[config.mk]
export PLATFORM = sky130hd
export DESIGN_NAME = tpw_top
export DESIGN_NICKNAME = d
export VERILOG_FILES = /design/src/common/tpw_pkg.sv /design/src/common/tpw_tb_if.sv /design/src/tpw_msbase.sv /design/src/tpw_top.sv
export SDC_FILE = /design/constraint.sdc
export NUM_CORES = 2
export LEC_CHECK = 0
export BUFFER_PORTS_ARGS = -buffer_cell sky130_fd_sc_hd__buf_4
export CELL_PAD_IN_SITES_DETAIL_PLACEMENT = 1
export CELL_PAD_IN_SITES_GLOBAL_PLACEMENT = 1
export CORE_MARGIN = 3
export CORE_UTILIZATION = 40
export CTS_BUF_LIST = sky130_fd_sc_hd__clkbuf_4 sky130_fd_sc_hd__clkbuf_8
export DETAILED_ROUTE_END_ITERATION = 8
export GPL_ROUTABILITY_DRIVEN = 0
export PLACE_DENSITY = 0.82
export SLEW_MARGIN = 10
export SYNTH_ARGS = -nofsm -noshare
export SYNTH_HDL_FRONTEND = slang
export SYNTH_SLANG_ARGS = --single-unit
[constraint.sdc]
create_clock -name CLK_IN -period 71 [get_ports CLK_IN]
set_input_delay 10.65 -clock CLK_IN [delete_from_list [all_inputs] [get_ports CLK_IN]]
set_output_delay 10.65 -clock CLK_IN [all_outputs]
set_load 0.02 [all_outputs]
[src/common/tpw_pkg.sv]
// Package of constants and types for the trip-point wait unit
package tpw_pkg;
  // Time base
  localparam int CLK_PERIOD_NS = 40;
  localparam int MS_PERIOD_NS = 1000000;
  localparam int MS_CYCLES = (MS_PERIOD_NS + CLK_PERIOD_NS - 1) / CLK_PERIOD_NS;
  localparam int TIME_W = 32;
  // Structural defaults
  localparam int N_AXES_DEF = 8;
  localparam int POS_W_DEF = 32;
  localparam int N_INPUTS_DEF = 80;
  // Register byte offsets
  localparam logic [7:0] ADR_STATUS = 8'h00;
  localparam logic [7:0] ADR_SETTLE = 8'h04;
  localparam logic [7:0] ADR_HALT = 8'h08;
  localparam logic [7:0] ADR_TIME = 8'h0C;
  // Field positions
  localparam int ST_BUSY_BIT = 0;
  localparam int ST_OP_LSB = 4;
  localparam int ST_ERR_LSB = 8;
  localparam int HALT_AX_LSB = 8;
  // Reset values and the settle halt code
  localparam logic [TIME_W-1:0] SETTLE_RST = 32'h000003E8;
  localparam logic [7:0] HALT_NONE = 8'h00;
  localparam logic [7:0] HALT_SETTLE = 8'h63;
  // Sticky error flags
  localparam int ERR_W = 4;
  localparam logic [ERR_W-1:0] ERR_NONE = 4'h0;
  localparam logic [ERR_W-1:0] ERR_MULTI_M = 4'h1;
  localparam logic [ERR_W-1:0] ERR_MOVING_M = 4'h2;
  localparam logic [ERR_W-1:0] ERR_TMO_M = 4'h4;
  localparam logic [ERR_W-1:0] ERR_LINE_M = 4'h8;

  typedef enum logic [3:0] {
    OP_NOP = 4'h0,
    OP_MOTION_DONE = 4'h1,
    OP_MOVE_OFFS = 4'h2,
    OP_REPEAT_OFFS = 4'h3,
    OP_FIXED_LOC = 4'h4,
    OP_FWD_CROSS = 4'h5,
    OP_REV_CROSS = 4'h6,
    OP_IN_POS = 4'h7,
    OP_IN_LEVEL = 4'h8,
    OP_CRUISE = 4'h9,
    OP_REF_TIMER = 4'hA,
    OP_PATH_LEN = 4'hB,
    OP_DELAY = 4'hC,
    OP_REL_MOVE = 4'hD
  } tpw_op_t;

  typedef enum logic [1:0] {
    ST_IDLE = 2'b00,
    ST_WAIT = 2'b01
  } tpw_state_t;
endpackage : tpw_pkg

[src/common/tpw_tb_if.sv]
// Interface carrying the millisecond time base
`timescale 1ns/100ps
interface tpw_tb_if;
  import tpw_pkg::*;
  logic ms_tick;
  logic [TIME_W-1:0] now_ms;
  modport src (output ms_tick, output now_ms);
  modport snk (input ms_tick, input now_ms);
endinterface : tpw_tb_if

[src/tpw_msbase.sv]
// Millisecond divider and free-running millisecond counter
`timescale 1ns/100ps
module tpw_msbase
  import tpw_pkg::*;
#(
  parameter int MS_CYC = MS_CYCLES
) (
  input wire logic clk_in,
  input wire logic rst_in,
  tpw_tb_if.src tb
);
  logic [31:0] div_q;
  logic tick_q;
  logic [TIME_W-1:0] now_q;

  // Divider gives one enable pulse per millisecond
  always_ff @(posedge clk_in or posedge rst_in) begin
    if (rst_in) begin
      div_q <= 32'h00000000;
      tick_q <= 1'b0;
    end else if (div_q == 32'(MS_CYC - 1)) begin
      div_q <= 32'h00000000;
      tick_q <= 1'b1;
    end else begin
      div_q <= div_q + 32'h00000001;
      tick_q <= 1'b0;
    end
  end

  // Wraps after about 49 days; users compare differences, so wrap is harmless
  always_ff @(posedge clk_in or posedge rst_in) begin
    if (rst_in) begin
      now_q <= '0;
    end else if (tick_q) begin
      now_q <= now_q + 32'h00000001;
    end
  end

  assign tb.ms_tick = tick_q;
  assign tb.now_ms = now_q;
endmodule : tpw_msbase

[src/tpw_top.sv]
// Trip-point wait unit: stalls the program sequencer until a chosen condition trips
//
// Decided for this implementation: the placing of the registers and the Wishbone slave port.
`timescale 1ns/100ps
// Function
// - motion done hold waits until every listed axis or sequence stops, then advances.
// - motion done hold without axes waits for all axes and the sequence.
// - move offset hold waits for commanded travel from move start on one axis.
// - repeat offset hold measures from the previous offset trip point.
// - fixed location hold waits until one axis reaches an absolute position.
// - forward crossing hold waits for forward motion to reach the target.
// - forward crossing trips at once if already beyond the target.
// - reverse crossing likewise; both crossings may use auxiliary encoder inputs.
// - in position hold waits for profile done and encoder at or past target.
// - settle timeout releases the wait, sets halt code 99, flags an error.
// - settle timeout redirects the program to the timeout handler routine.
// - input level hold waits for a numbered input at the signed operand level.
// - cruise speed hold waits until the axis runs at slew speed.
// - negative reference timer waits then advances the reference by n ms.
// - path length hold waits until coordinated path distance reaches the value.
// - delay hold waits the given milliseconds from decode.
// - relative move is rejected with an error while its axis moves.
// - position trips are evaluated once per servo sample.
// - input level wait fully stalls the sequencer.
module tpw_top
  import tpw_pkg::*;
#(
  parameter int N_AXES = N_AXES_DEF,
  parameter int POS_W = POS_W_DEF,
  parameter int N_INPUTS = N_INPUTS_DEF,
  parameter int MS_CYC = MS_CYCLES
) (
  input wire logic CLK_IN,
  input wire logic RST_IN,
  input wire logic WB_CYC_IN,
  input wire logic WB_STB_IN,
  input wire logic WB_WE_IN,
  input wire logic [7:0] WB_ADR_IN,
  input wire logic [31:0] WB_DAT_IN,
  input wire logic [3:0] WB_SEL_IN,
  output logic [31:0] WB_DAT_OUT,
  output logic WB_ACK_OUT,
  input wire logic INSTR_VALID_IN,
  input wire logic [3:0] INSTR_OP_IN,
  input wire logic [N_AXES:0] INSTR_AXES_IN,
  input wire logic INSTR_AUX_IN,
  input wire logic [POS_W-1:0] INSTR_ARG_IN,
  output logic INSTR_READY_OUT,
  output logic HOLD_OUT,
  output logic DONE_OUT,
  output logic ERROR_OUT,
  output logic HANDLER_JUMP_OUT,
  output logic MOVE_GO_OUT,
  input wire logic SERVO_TICK_IN,
  input wire logic [N_AXES:0] MOVING_IN,
  input wire logic [N_AXES-1:0] SLEW_REACHED_IN,
  input wire logic [N_AXES*POS_W-1:0] CMD_POS_IN,
  input wire logic [N_AXES*POS_W-1:0] ENC_POS_IN,
  input wire logic [N_AXES*POS_W-1:0] AUX_POS_IN,
  input wire logic [POS_W-1:0] PATH_DIST_IN,
  input wire logic [N_INPUTS-1:0] DIG_IN
);
  localparam int AX_W = (N_AXES > 1) ? $clog2(N_AXES) : 1;
  localparam int LINE_W = (N_INPUTS > 1) ? $clog2(N_INPUTS) : 1;

  tpw_tb_if tb ();
  tpw_state_t state_q;
  tpw_op_t op_in;
  tpw_op_t op_q;
  logic signed [POS_W-1:0] cmd_pos [N_AXES];
  logic signed [POS_W-1:0] enc_pos [N_AXES];
  logic signed [POS_W-1:0] aux_pos [N_AXES];
  logic signed [POS_W-1:0] start_pos_q [N_AXES];
  logic signed [POS_W-1:0] base_q [N_AXES];
  logic [N_AXES-1:0] mov_prev_q;
  logic [AX_W-1:0] ax_d;
  logic [AX_W-1:0] ax_q;
  logic [7:0] n_sel;
  logic one_axis;
  logic single_op;
  logic accept;
  logic imm_d;
  logic dir_d;
  logic trip;
  logic trip_fire;
  logic tmo_fire;
  logic off_trip;
  logic signed [POS_W-1:0] arg_s;
  logic signed [POS_W-1:0] tgt_d;
  logic signed [POS_W-1:0] tgt_q;
  logic signed [POS_W-1:0] x_new;
  logic signed [POS_W-1:0] x_sel;
  logic [POS_W-1:0] arg_abs;
  logic [ERR_W-1:0] err_issue;
  logic [ERR_W-1:0] err_set;
  logic [ERR_W-1:0] err_clr;
  logic [ERR_W-1:0] err_q;
  logic [N_AXES:0] mask_q;
  logic aux_q;
  logic dir_q;
  logic lvl_q;
  logic [LINE_W-1:0] line_q;
  logic [TIME_W-1:0] n_q;
  logic [TIME_W-1:0] ref_q;
  logic [TIME_W-1:0] ms_cnt_q;
  logic [TIME_W-1:0] settle_q;
  logic [7:0] halt_q;
  logic [AX_W-1:0] halt_ax_q;
  logic done_q;
  logic error_q;
  logic jump_q;
  logic go_q;
  logic ack_q;
  logic [31:0] dat_q;
  logic [31:0] rd_d;
  logic wb_hit;
  logic wb_wr;

  tpw_msbase #(.MS_CYC(MS_CYC)) u_ms (
    .clk_in(CLK_IN),
    .rst_in(RST_IN),
    .tb(tb.src)
  );

  assign op_in = tpw_op_t'(INSTR_OP_IN);
  assign arg_s = INSTR_ARG_IN;
  assign arg_abs = arg_s[POS_W-1] ? (~INSTR_ARG_IN + 1'b1) : INSTR_ARG_IN;
  assign accept = INSTR_VALID_IN && (state_q == ST_IDLE);

  // Per-axis slices, move-start capture and repeat base
  for (genvar a = 0; a < N_AXES; a++) begin : g_axis
    assign cmd_pos[a] = CMD_POS_IN[a*POS_W +: POS_W];
    assign enc_pos[a] = ENC_POS_IN[a*POS_W +: POS_W];
    assign aux_pos[a] = AUX_POS_IN[a*POS_W +: POS_W];
    always_ff @(posedge CLK_IN or posedge RST_IN) begin
      if (RST_IN) begin
        mov_prev_q[a] <= 1'b0;
        start_pos_q[a] <= '0;
        base_q[a] <= '0;
      end else begin
        mov_prev_q[a] <= MOVING_IN[a];
        if (MOVING_IN[a] && !mov_prev_q[a]) begin
          start_pos_q[a] <= cmd_pos[a];
        end
        // A trip point outranks a move start landing in the same cycle
        if (off_trip && (ax_q == AX_W'(a))) begin
          base_q[a] <= tgt_q;
        end else if (MOVING_IN[a] && !mov_prev_q[a]) begin
          base_q[a] <= cmd_pos[a];
        end
      end
    end
  end

  // Lowest named axis and a count of named axes
  always_comb begin
    ax_d = '0;
    n_sel = 8'h00;
    for (int i = N_AXES - 1; i >= 0; i--) begin
      if (INSTR_AXES_IN[i]) begin
        ax_d = AX_W'(i);
        n_sel = n_sel + 8'h01;
      end
    end
  end
  assign one_axis = (n_sel == 8'h01) && !INSTR_AXES_IN[N_AXES];
  assign single_op = op_in inside {OP_MOVE_OFFS, OP_REPEAT_OFFS, OP_FIXED_LOC,
                                   OP_FWD_CROSS, OP_REV_CROSS, OP_IN_POS, OP_CRUISE};
  assign x_new = INSTR_AUX_IN ? aux_pos[ax_d] : enc_pos[ax_d];

  // Decode of a new instruction: refusal, instant trip, target and direction
  always_comb begin
    err_issue = ERR_NONE;
    case (op_in)
      OP_REL_MOVE: begin
        if ((MOVING_IN[N_AXES-1:0] & INSTR_AXES_IN[N_AXES-1:0]) != '0) begin
          err_issue = ERR_MOVING_M;
        end
      end
      OP_IN_LEVEL: begin
        if ((arg_abs == '0) || (arg_abs > POS_W'(N_INPUTS))) begin
          err_issue = ERR_LINE_M;
        end
      end
      default: begin
        if (single_op && !one_axis) begin
          err_issue = ERR_MULTI_M;
        end
      end
    endcase
  end

  always_comb begin
    imm_d = 1'b1;
    tgt_d = arg_s;
    dir_d = 1'b1;
    case (op_in)
      OP_MOTION_DONE, OP_MOVE_OFFS, OP_REPEAT_OFFS, OP_FIXED_LOC, OP_IN_POS,
      OP_IN_LEVEL, OP_CRUISE, OP_PATH_LEN: imm_d = 1'b0;
      OP_FWD_CROSS: imm_d = (x_new >= arg_s);
      OP_REV_CROSS: imm_d = (x_new <= arg_s);
      OP_REF_TIMER: imm_d = (arg_abs == '0);
      OP_DELAY: imm_d = (arg_abs == '0);
      default: imm_d = 1'b1;
    endcase
    case (op_in)
      OP_MOVE_OFFS: tgt_d = start_pos_q[ax_d] + arg_s;
      OP_REPEAT_OFFS: tgt_d = base_q[ax_d] + arg_s;
      default: tgt_d = arg_s;
    endcase
    case (op_in)
      OP_MOVE_OFFS, OP_REPEAT_OFFS: dir_d = !arg_s[POS_W-1];
      OP_FIXED_LOC: dir_d = (arg_s >= cmd_pos[ax_d]);
      OP_IN_POS: dir_d = (arg_s >= enc_pos[ax_d]);
      default: dir_d = 1'b1;
    endcase
  end

  // Instruction capture; everything stays put while the wait is pending
  always_ff @(posedge CLK_IN or posedge RST_IN) begin
    if (RST_IN) begin
      op_q <= OP_NOP;
      ax_q <= '0;
      aux_q <= 1'b0;
      mask_q <= '0;
      tgt_q <= '0;
      dir_q <= 1'b1;
      lvl_q <= 1'b1;
      line_q <= '0;
      n_q <= '0;
    end else if (accept) begin
      op_q <= op_in;
      ax_q <= ax_d;
      aux_q <= INSTR_AUX_IN;
      mask_q <= (INSTR_AXES_IN == '0) ? '1 : INSTR_AXES_IN;
      tgt_q <= tgt_d;
      dir_q <= dir_d;
      lvl_q <= !arg_s[POS_W-1];
      line_q <= LINE_W'(arg_abs - 1'b1);
      n_q <= TIME_W'(arg_abs);
    end
  end

  // Trip conditions of the pending wait
  always_comb begin
    x_sel = aux_q ? aux_pos[ax_q] : enc_pos[ax_q];
    trip = 1'b0;
    case (op_q)
      OP_MOTION_DONE: trip = ((MOVING_IN & mask_q) == '0);
      OP_MOVE_OFFS, OP_REPEAT_OFFS, OP_FIXED_LOC: begin
        trip = dir_q ? (cmd_pos[ax_q] >= tgt_q) : (cmd_pos[ax_q] <= tgt_q);
      end
      OP_FWD_CROSS: trip = (x_sel >= tgt_q);
      OP_REV_CROSS: trip = (x_sel <= tgt_q);
      OP_IN_POS: begin
        trip = !MOVING_IN[ax_q] && (dir_q ? (enc_pos[ax_q] >= tgt_q)
                                          : (enc_pos[ax_q] <= tgt_q));
      end
      OP_IN_LEVEL: trip = (DIG_IN[line_q] == lvl_q);
      OP_CRUISE: trip = SLEW_REACHED_IN[ax_q];
      OP_REF_TIMER: trip = ((tb.now_ms - ref_q) >= n_q);
      OP_PATH_LEN: trip = ($signed(PATH_DIST_IN) >= tgt_q);
      // Ticks counted after decode; a strict greater-than guarantees at least n ms
      OP_DELAY: trip = (ms_cnt_q > n_q);
      default: trip = 1'b1;
    endcase
  end

  // Conditions are sampled only on the servo tick, so accuracy is speed times period
  assign trip_fire = (state_q == ST_WAIT) && SERVO_TICK_IN && trip;
  assign tmo_fire = (state_q == ST_WAIT) && (op_q == OP_IN_POS) && !trip_fire &&
                    (settle_q != '0) && (ms_cnt_q >= settle_q);
  assign off_trip = trip_fire && (op_q inside {OP_MOVE_OFFS, OP_REPEAT_OFFS});

  // Sequencer state: the counter is held while waiting
  always_ff @(posedge CLK_IN or posedge RST_IN) begin
    if (RST_IN) begin
      state_q <= ST_IDLE;
    end else begin
      case (state_q)
        ST_IDLE: begin
          if (accept && (err_issue == ERR_NONE) && !imm_d) begin
            state_q <= ST_WAIT;
          end
        end
        ST_WAIT: begin
          if (trip_fire || tmo_fire) begin
            state_q <= ST_IDLE;
          end
        end
        default: state_q <= ST_IDLE;
      endcase
    end
  end

  // Millisecond counting for delays and the settle limit
  always_ff @(posedge CLK_IN or posedge RST_IN) begin
    if (RST_IN) begin
      ms_cnt_q <= '0;
    end else if (accept) begin
      ms_cnt_q <= '0;
    end else if ((state_q == ST_WAIT) && tb.ms_tick) begin
      ms_cnt_q <= ms_cnt_q + 32'h00000001;
    end
  end

  // Reference time; stepping by n keeps periodic loops free of drift
  always_ff @(posedge CLK_IN or posedge RST_IN) begin
    if (RST_IN) begin
      ref_q <= '0;
    end else if (accept && (op_in == OP_REF_TIMER) && (arg_abs == '0)) begin
      ref_q <= tb.now_ms;
    end else if (trip_fire && (op_q == OP_REF_TIMER) && !lvl_q) begin
      ref_q <= ref_q + n_q;
    end
  end

  // One-cycle answers to the sequencer
  always_ff @(posedge CLK_IN or posedge RST_IN) begin
    if (RST_IN) begin
      done_q <= 1'b0;
      error_q <= 1'b0;
      jump_q <= 1'b0;
      go_q <= 1'b0;
    end else begin
      done_q <= (accept && (err_issue == ERR_NONE) && imm_d) || trip_fire;
      error_q <= (accept && (err_issue != ERR_NONE)) || tmo_fire;
      jump_q <= tmo_fire;
      go_q <= accept && (err_issue == ERR_NONE) && (op_in == OP_REL_MOVE);
    end
  end

  // Wishbone slave: ack one cycle after the strobe, writes land at that edge
  assign wb_hit = WB_CYC_IN && WB_STB_IN && !ack_q;
  assign wb_wr = wb_hit && WB_WE_IN;
  assign err_set = (accept ? err_issue : ERR_NONE) | (tmo_fire ? ERR_TMO_M : ERR_NONE);
  assign err_clr = (wb_wr && (WB_ADR_IN == ADR_STATUS) && WB_SEL_IN[1]) ?
                   WB_DAT_IN[ST_ERR_LSB +: ERR_W] : ERR_NONE;

  // Sticky error flags; a new event beats a clear in the same cycle
  always_ff @(posedge CLK_IN or posedge RST_IN) begin
    if (RST_IN) begin
      err_q <= ERR_NONE;
    end else begin
      err_q <= (err_q & ~err_clr) | err_set;
    end
  end

  // Halt reason; a timeout beats a software clear
  always_ff @(posedge CLK_IN or posedge RST_IN) begin
    if (RST_IN) begin
      halt_q <= HALT_NONE;
      halt_ax_q <= '0;
    end else if (tmo_fire) begin
      halt_q <= HALT_SETTLE;
      halt_ax_q <= ax_q;
    end else if (wb_wr && (WB_ADR_IN == ADR_HALT) && WB_SEL_IN[0]) begin
      halt_q <= HALT_NONE;
    end
  end

  // Settle limit in ms, byte lanes honoured; zero disables the limit
  always_ff @(posedge CLK_IN or posedge RST_IN) begin
    if (RST_IN) begin
      settle_q <= SETTLE_RST;
    end else if (wb_wr && (WB_ADR_IN == ADR_SETTLE)) begin
      for (int b = 0; b < 4; b++) begin
        if (WB_SEL_IN[b]) begin
          settle_q[b*8 +: 8] <= WB_DAT_IN[b*8 +: 8];
        end
      end
    end
  end

  // Read mux; unmapped offsets read zero
  always_comb begin
    rd_d = 32'h00000000;
    case (WB_ADR_IN)
      ADR_STATUS: begin
        rd_d[ST_BUSY_BIT] = (state_q == ST_WAIT);
        rd_d[ST_OP_LSB +: 4] = op_q;
        rd_d[ST_ERR_LSB +: ERR_W] = err_q;
      end
      ADR_SETTLE: rd_d = settle_q;
      ADR_HALT: begin
        rd_d[7:0] = halt_q;
        rd_d[HALT_AX_LSB +: AX_W] = halt_ax_q;
      end
      ADR_TIME: rd_d = tb.now_ms;
      default: rd_d = 32'h00000000;
    endcase
  end

  always_ff @(posedge CLK_IN or posedge RST_IN) begin
    if (RST_IN) begin
      ack_q <= 1'b0;
      dat_q <= 32'h00000000;
    end else begin
      ack_q <= wb_hit;
      if (wb_hit && !WB_WE_IN) begin
        dat_q <= rd_d;
      end
    end
  end

  assign WB_ACK_OUT = ack_q;
  assign WB_DAT_OUT = dat_q;
  assign INSTR_READY_OUT = (state_q == ST_IDLE);
  assign HOLD_OUT = (state_q == ST_WAIT);
  assign DONE_OUT = done_q;
  assign ERROR_OUT = error_q;
  assign HANDLER_JUMP_OUT = jump_q;
  assign MOVE_GO_OUT = go_q;
endmodule : tpw_top

## After elaboration in Yosys (flattened, before gate mapping)

Index checks and enable logic that the tools add are counted.

| cells by class | value |
|---|---|
| multiply operators | 0 |
| magnitude comparators | 20 |
| divide/modulo/power cells | 0 |
| add/sub/neg operators | 16 |
| multiplexer cells | 95 |
| shift operators | 0 |
| reduce and logical (&&, ||, !) cells | 99 |
| eq/ne operators | 41 |
| bitwise gates (word level) | 9 |

Operators with widths:

| cell | number |
|---|---|
| $mux W32 | 40 |
| $bmux W32 S3 | 8 |
| $ge A32 B32 Y1 | 9 |
| $add A32 B1 Y32 const B | 4 |
| $le A32 B32 Y1 | 4 |
| $add A32 B32 Y32 | 3 |
| $mux W8 | 9 |
| $pmux W32 S2 | 1 |
| $add A8 B1 Y8 const B | 7 |
| $logic_and A1 B1 Y1 | 46 |
| $eq A4 B4 Y1 const B | 11 |
| $pmux W20 S2 | 1 |
| $eq A32 B15 Y1 const B | 1 |
| $eq A4 B3 Y1 const B | 8 |
| $gt A32 B32 Y1 | 1 |
| $gt A32 B7 Y1 const B | 1 |
| $logic_not A32 Y1 | 1 |
| $not A32 Y32 | 1 |
| $reduce_bool A32 Y1 | 1 |
| $sub A32 B32 Y32 | 1 |
| $pmux W7 S4 | 1 |
| $mux W3 | 9 |
| $reduce_bool A2 Y1 | 12 |
| $logic_not A9 Y1 | 2 |
| 48 further kinds | 98 |

| word-level totals | value |
|---|---|
| bits in latches | 0 |
| word-level logic and storage cells | 332 |
| ROM bits | 0 |
| output and inout port bits | 39 |
| input bits | 994 |
| RAM bits | 0 |
| register bits after elaboration | 825 |
| memories | 0 |

## Depth between registers and ports, before layout

| depth | value |
|---|---|
| depth in word-level cells | 26 |
| gate-level depth with buffers | 29 |
| depth with buffers taken out | 27 |

## Modules after synthesis

A second synthesis with hierarchy kept.

| unflattened totals | value |
|---|---|
| cells, all modules | 6475 |
| area total of the unflattened synthesis | 64030.2 um^2 |

Modules (own cells, without submodules):

| module | area each (um^2) | times used | seq. area each (um^2) | cells each |
|---|---|---|---|---|
| tpw_top | 61019.8 | 1 | 18828.1 | 6205 |
| tpw_msbase | 3010.4 | 1 | 1626.6 | 270 |

## Worst setup path after synthesis

Ideal clock, no wire load.

| path | value |
|---|---|
| path kind | input -> register |
| start point | input port INSTR_AXES_IN[6] |
| end point | register tgt_q[30] |
| setup time | 0.082 ns |
| required time | 70.918 ns |
| buffers on the path | 4 |
| slack | 54.596 ns |
| stages | 25 |
| data arrival time | 16.322 ns |
| path through | inv_1 ha_1 nor3_1 nor3_1 nor3_1 clkbuf_1 buf_2 buf_1 buf_2 mux4_2 nand2_1 a31oi_1 ha_1 fa_1 a211oi_1 nor4_1 o311ai_0 a41oi_1 o21ai_0 a21oi_1 a21o_1 a311oi_1 xnor2_1 nand2_1 a31oi_1 |

| on the way | value |
|---|---|
| word-level cells in the longest chain between the ends | 13 |
| elaborated cells on any way between the ends | 17 |
| classes of those cells | 2 x add/sub; 14 x mux; 1 x bitwise |

Ends and longest elaborated chain:

| what | RTL line | RTL |
|---|---|---|
| start, declared | tpw_top.sv:45 | `input wire logic [N_AXES:0] INSTR_AXES_IN,` |
| $mux W3 (*) (7 in series) | tpw_top.sv:160 | `if (INSTR_AXES_IN[i]) begin` |
| $not A3 Y4 (implied by the code) (*) | tpw_top.sv:207, tpw_top.sv:208 |  |
| $bmux W32 S3, on equally long branches | tpw_top.sv:208, tpw_top.sv:207 |  |
| $mux W32, on equally long branches (2 in series) | tpw_top.sv:208, tpw_top.sv:207 |  |
| $add A32 B32 Y32, on equally long branches | tpw_top.sv:208, tpw_top.sv:207 |  |
| $pmux W32 S2 (*) | tpw_top.sv:206 | `case (op_in)` |
| end signal, assigned | tpw_top.sv:236 | `tgt_q <= tgt_d;` |
| end, declared | tpw_top.sv:90 | `logic signed [POS_W-1:0] tgt_q;` |

Every way passes the cells marked *; elsewhere a longest branch is shown, timed or not. The select of a mux whose other input is x is not followed.
A chain may end at the register's enable or synchronous reset.

## Worst setup path in the final report

| path | value |
|---|---|
| start point | input port INSTR_AXES_IN[6] |
| end point | register done_q (netlist: DONE_OUT) |

| on the way | value |
|---|---|
| word-level cells in the longest chain between the ends | 23 |
| elaborated cells on any way between the ends | 44 |
| classes of those cells | 6 x add/sub; 2 x order compare; 1 x eq/ne; 25 x mux; 2 x bitwise; 8 x reduce/logical |

Ends and longest elaborated chain:

| what | RTL line | RTL |
|---|---|---|
| $mux W8 | tpw_top.sv:160 |  |
| $add A8 B1 Y8 | tpw_top.sv:162 | `n_sel = n_sel + 8'h01;` |
| $mux W8 | tpw_top.sv:160 |  |
| $add A8 B1 Y8 | tpw_top.sv:162 |  |
| $mux W8 | tpw_top.sv:160 |  |
| $add A8 B1 Y8 | tpw_top.sv:162 |  |
| $mux W8 | tpw_top.sv:160 |  |
| $add A8 B1 Y8 | tpw_top.sv:162 |  |
| [... 7 more ...] | n/a |  |
| $logic_not A1 Y1 | tpw_top.sv:186 | `if (single_op && !one_axis) begin` |
| $logic_and A1 B1 Y1 | tpw_top.sv:186 |  |
| $mux W1 | tpw_top.sv:186 |  |
| $pmux W4 S2 | tpw_top.sv:174 | `case (op_in)` |
| $logic_not A4 Y1 | tpw_top.sv:326 | `done_q <= (accept && (err_issue == ERR_NONE) && imm_d) \|\| trip_fire;` |
| $logic_and A1 B1 Y1 | tpw_top.sv:326 |  |
| $logic_and A1 B1 Y1 (*) | tpw_top.sv:326 |  |
| $logic_or A1 B1 Y1 (*) | tpw_top.sv:326 |  |
| end signal, assigned | tpw_top.sv:326 |  |
| end, declared | tpw_top.sv:109 | `logic done_q;` |

Marked as above.

==> reports/qor.yml <==
worst_setup_path:
  reg2reg_to: "base_q[76]"
  crit_path_frequent_cell: "buf_4"
  worst-r2r-cell-count: 18
  r2r_start: "ax_q[1]"
  critical_path_peak_fanout: 93
  cpPeakStageDelay_ns: 0.79
  critPathRequiredTime_ns: 71.77
  worst-path-buf-inv: 6
  crit_slowest_cell: "buf_4"
  crit_family: "buffers and inverters"
  arrival_ns: 18.45
  startpoint_type: "input pin"
  reg2reg_slack_ns: 61.55
  cp-end-kind: "flop"
  critPathKind: "in -> reg"
logic_synthesis:
  ys_warn_count: 0
  netlist.area_leader.share: 0.3197
  synth_flop_cell: "dfrtp_1"
  synth_enable_flop_cells: 0
  yosysSeqAreaShare: 0.3230
  ys_ff_latch: 817
  synth-async-reset-ratio: 1.000
  synthTopCellsByArea: "dfrtp_1 32%, mux4_2 19%, ha_1 8.4%"
  syn_area_mm2: 0.06332
  synth.most_common_cell: "nand2_1"
  syn_inst: 6530
  yosysUniqueCellTypes: 90
  syn_nets: 7953
  avgSynthCellArea_um2: 9.697
  netlist.top_cell.by_area: "dfrtp_1"
  synthTopCellsByCount: "1412 x nand2_1, 809 x dfrtp_1, 540 x mux4_2"
route:
  drt_iter0_drc: 7273
  drc: 0
  postRouteAntennaNets: 0
  detail_route.wl_per_cell_um: 33.71
  drt_pass1_iterations: 6
  wirelength_mm: 323.2
  vias: 63460
  vias_per_cell: 6.617
timing:
  clock_skew_ns: 0.08851
  finalCritPeriodShare: 0.2490
  rsz0062_at_grt: "false"
  worstMarginPinSlew_ns: 1.308
  hold_ws_ns: 0.4723
  drv_slew: 0
  layout_min_cycle_time_ns: 17.68
  finalSetupTns_ns: 0
  slew_headroom: 0.1033
  fmax_mhz: 56.56
  setup_viol: 0
  finalHoldViolations: 0
clock_tree:
  cts_tree: "done"
  cts_inserted_buffers: 154
  hold_buffers: 0
  htree_num_levels: 4
  path_clk_slew_ns: 0.06
  cts_buffer_depth: 3
  clkSinkCount: 817
  cts_resized: 0
  cts_setup_buffers: 0
  cts.root.buffer_cell: "clkbuf_8"
  clock_latency_ns: 0.93
final_layout:
  final_cells: 9589
  drive_above_1_share: 0.2820
  fin_area_mm2: 0.07634
  nets: 8797
  area_growth_pct: 20.56
floorplan:
  coreArea_mm2: 0.1568
  rows: 145
  ios: 1033
  start_util: 0.4040
  die_w_um: 403.9
  die-area_mm2: 0.1631
  die_y_um: 403.9
global_routing:
  grt_max_degree: 164
  grt_pass1_wl_mm: 461.0
  grt_overflow_total: 0
  grt_pass1_vias: 67290
  track_usage: 0.3868
  antenna_found_initial: 79
worst_hold_path:
  worstHoldPathCells: 2
  min_from: "start_pos_q[2]"
  min_to: "start_pos_q[2]"
  hold_path_class: "reg -> reg"
placed_design:
  dp_hpwl_mm: 240.0
  placed_area_mm2: 0.07290
  portBuffers: 1032
  placed_cells_incl_taps: 9275
pwr:
  leakage_nw: 34.72
  p_per_area_mw_per_mm2: 28.85
  vdd_drop_max_mv: 0.03237
outcome:
  status: "completed"
job:
  drv_cap: 0
==> routing by layer <==
| metal | up-vias | wire length (um) | share of wire | track usage |
|---|---|---|---|---|
| li1 | 25730 | - | - | - |
| met5 | - | 371 | 0.0011 | 0.003568 |
| met2 | 4361 | 145200 | 0.45 | 0.5982 |
| met1 | 32030 | 113800 | 0.35 | 0.4524 |
| met3 | 1291 | 37940 | 0.12 | 0.1306 |
| met4 | 46 | 25990 | 0.080 | 0.2700 |
==> placed cells by master, fill, tap and decap left out, types with 10 or more instances in the layout <==
cell type and count:
nand2_1 1410, buf_4 1109, dfrtp_1 805, mux4_2 540, nor2_1 463, ha_1 426, a31oi_1 313, a21oi_1 250
o21ai_0 222, inv_1 208, mux2i_1 205, clkbuf_8 194, xnor2_1 133, mux2_2 110, nand3_1 105, nand4_1 105
a21o_1 101, a211oi_1 68, nor3_1 55, xor2_1 50, diode_2 48, clkbuf_4 47, and2_1 46, nor2b_1 40
nor4_1 36, o21a_1 31, o31ai_1 28, o211ai_1 25, a22oi_1 24, nand2b_1 24, and3_1 24, or3_1 17
a211o_1 14, o21bai_1 13, and4_1 10, o22a_1 10
==> metrics by stage <==
step,setup slack [ns],power [mW],utilization
2_1_floorplan,37.42,1.273,-
3_5_place_dp,52.50,1.660,0.4651
3_3_place_gp,52.60,1.604,0.4651
4_1_cts,53.48,2.170,0.4861
6_report,53.32,2.202,0.4870
5_1_grt,52.84,2.304,0.4867
==> report_power, final <==
group / switching (mW) / leakage, nW / internal [mW]
registers: 0.111 / 10.3 / 0.541
logic: 0.607 / 22.7 / 0.435
clock network: 0.234 / 1.74 / 0.274
total: 0.952 / 34.7 / 1.25
==> area by class of cell <==
cell class	instances	area (um^2)
fillers	17760	80410
repair buffers	1116	8473
diodes	48	120.1
multi-input cells	5075	40620
flip-flops and latches	817	20470
clock inverters	24	269.0
clock buffers	241	3023
inverters	210	795.8
well taps	2058	2575
==> worst register-to-register path: stages (launching register included) <==
cell and delay (ns):
dfrtp_4 0.84, buf_4 0.66, buf_4 0.69, buf_4 0.89, mux4_2 0.50, mux2_2 0.32, ha_1 0.32, a21oi_1 0.06
o21ai_0 0.93, a211oi_1 0.10, o31ai_1 0.75, nand3_1 0.29, o21ai_0 0.15, nor4_1 0.13, a21oi_2 0.90, nand4_4 0.80
buf_4 0.62, nor2_1 0.22, a31oi_1 0.07
==> how the worst max path moves through the flow <==
stage                                 from       end  slack [ns]  cells past startpoint
after floorplan                     RST_IN  DONE_OUT       37.42                      1
after global placement    INSTR_AXES_IN[6]  DONE_OUT       52.60                     25
after detailed placement  INSTR_AXES_IN[6]  DONE_OUT       52.50                     25
after CTS                 INSTR_AXES_IN[6]  DONE_OUT       53.48                     25
after global routing      INSTR_AXES_IN[6]  DONE_OUT       52.84                     25
final                     INSTR_AXES_IN[6]  DONE_OUT       53.32                     25
==> cell families after synthesis <==
| group | Yosys count | synth area share |
|---|---|---|
| fa+ha+maj | 429 | 0.08512 |
| xor+xnor | 183 | 0.02531 |
| mux | 855 | 0.2440 |
| compound gates | 1192 | 0.1190 |
| flops | 817 | 0.3230 |
| simple gates | 2416 | 0.1647 |
| buf+inv | 638 | 0.03889 |
==> registers in the layout (all words and copies together) (netlist names), 3 cells and up <==
signal / cells
base_q: 256
start_pos_q: 256
WB_DAT_OUT: 32
ms_cnt_q: 32
n_q: 32
ref_q: 32
settle_q: 32
tgt_q: 32
u_ms.div_q: 32
u_ms.tb.now_ms: 32
mask_q: 9
mov_prev_q: 8
line_q: 7
err_q: 4
op_q: 4
ax_q: 3
halt_ax_q: 3
Note: power is estimated with default switching activity, not from simulation.
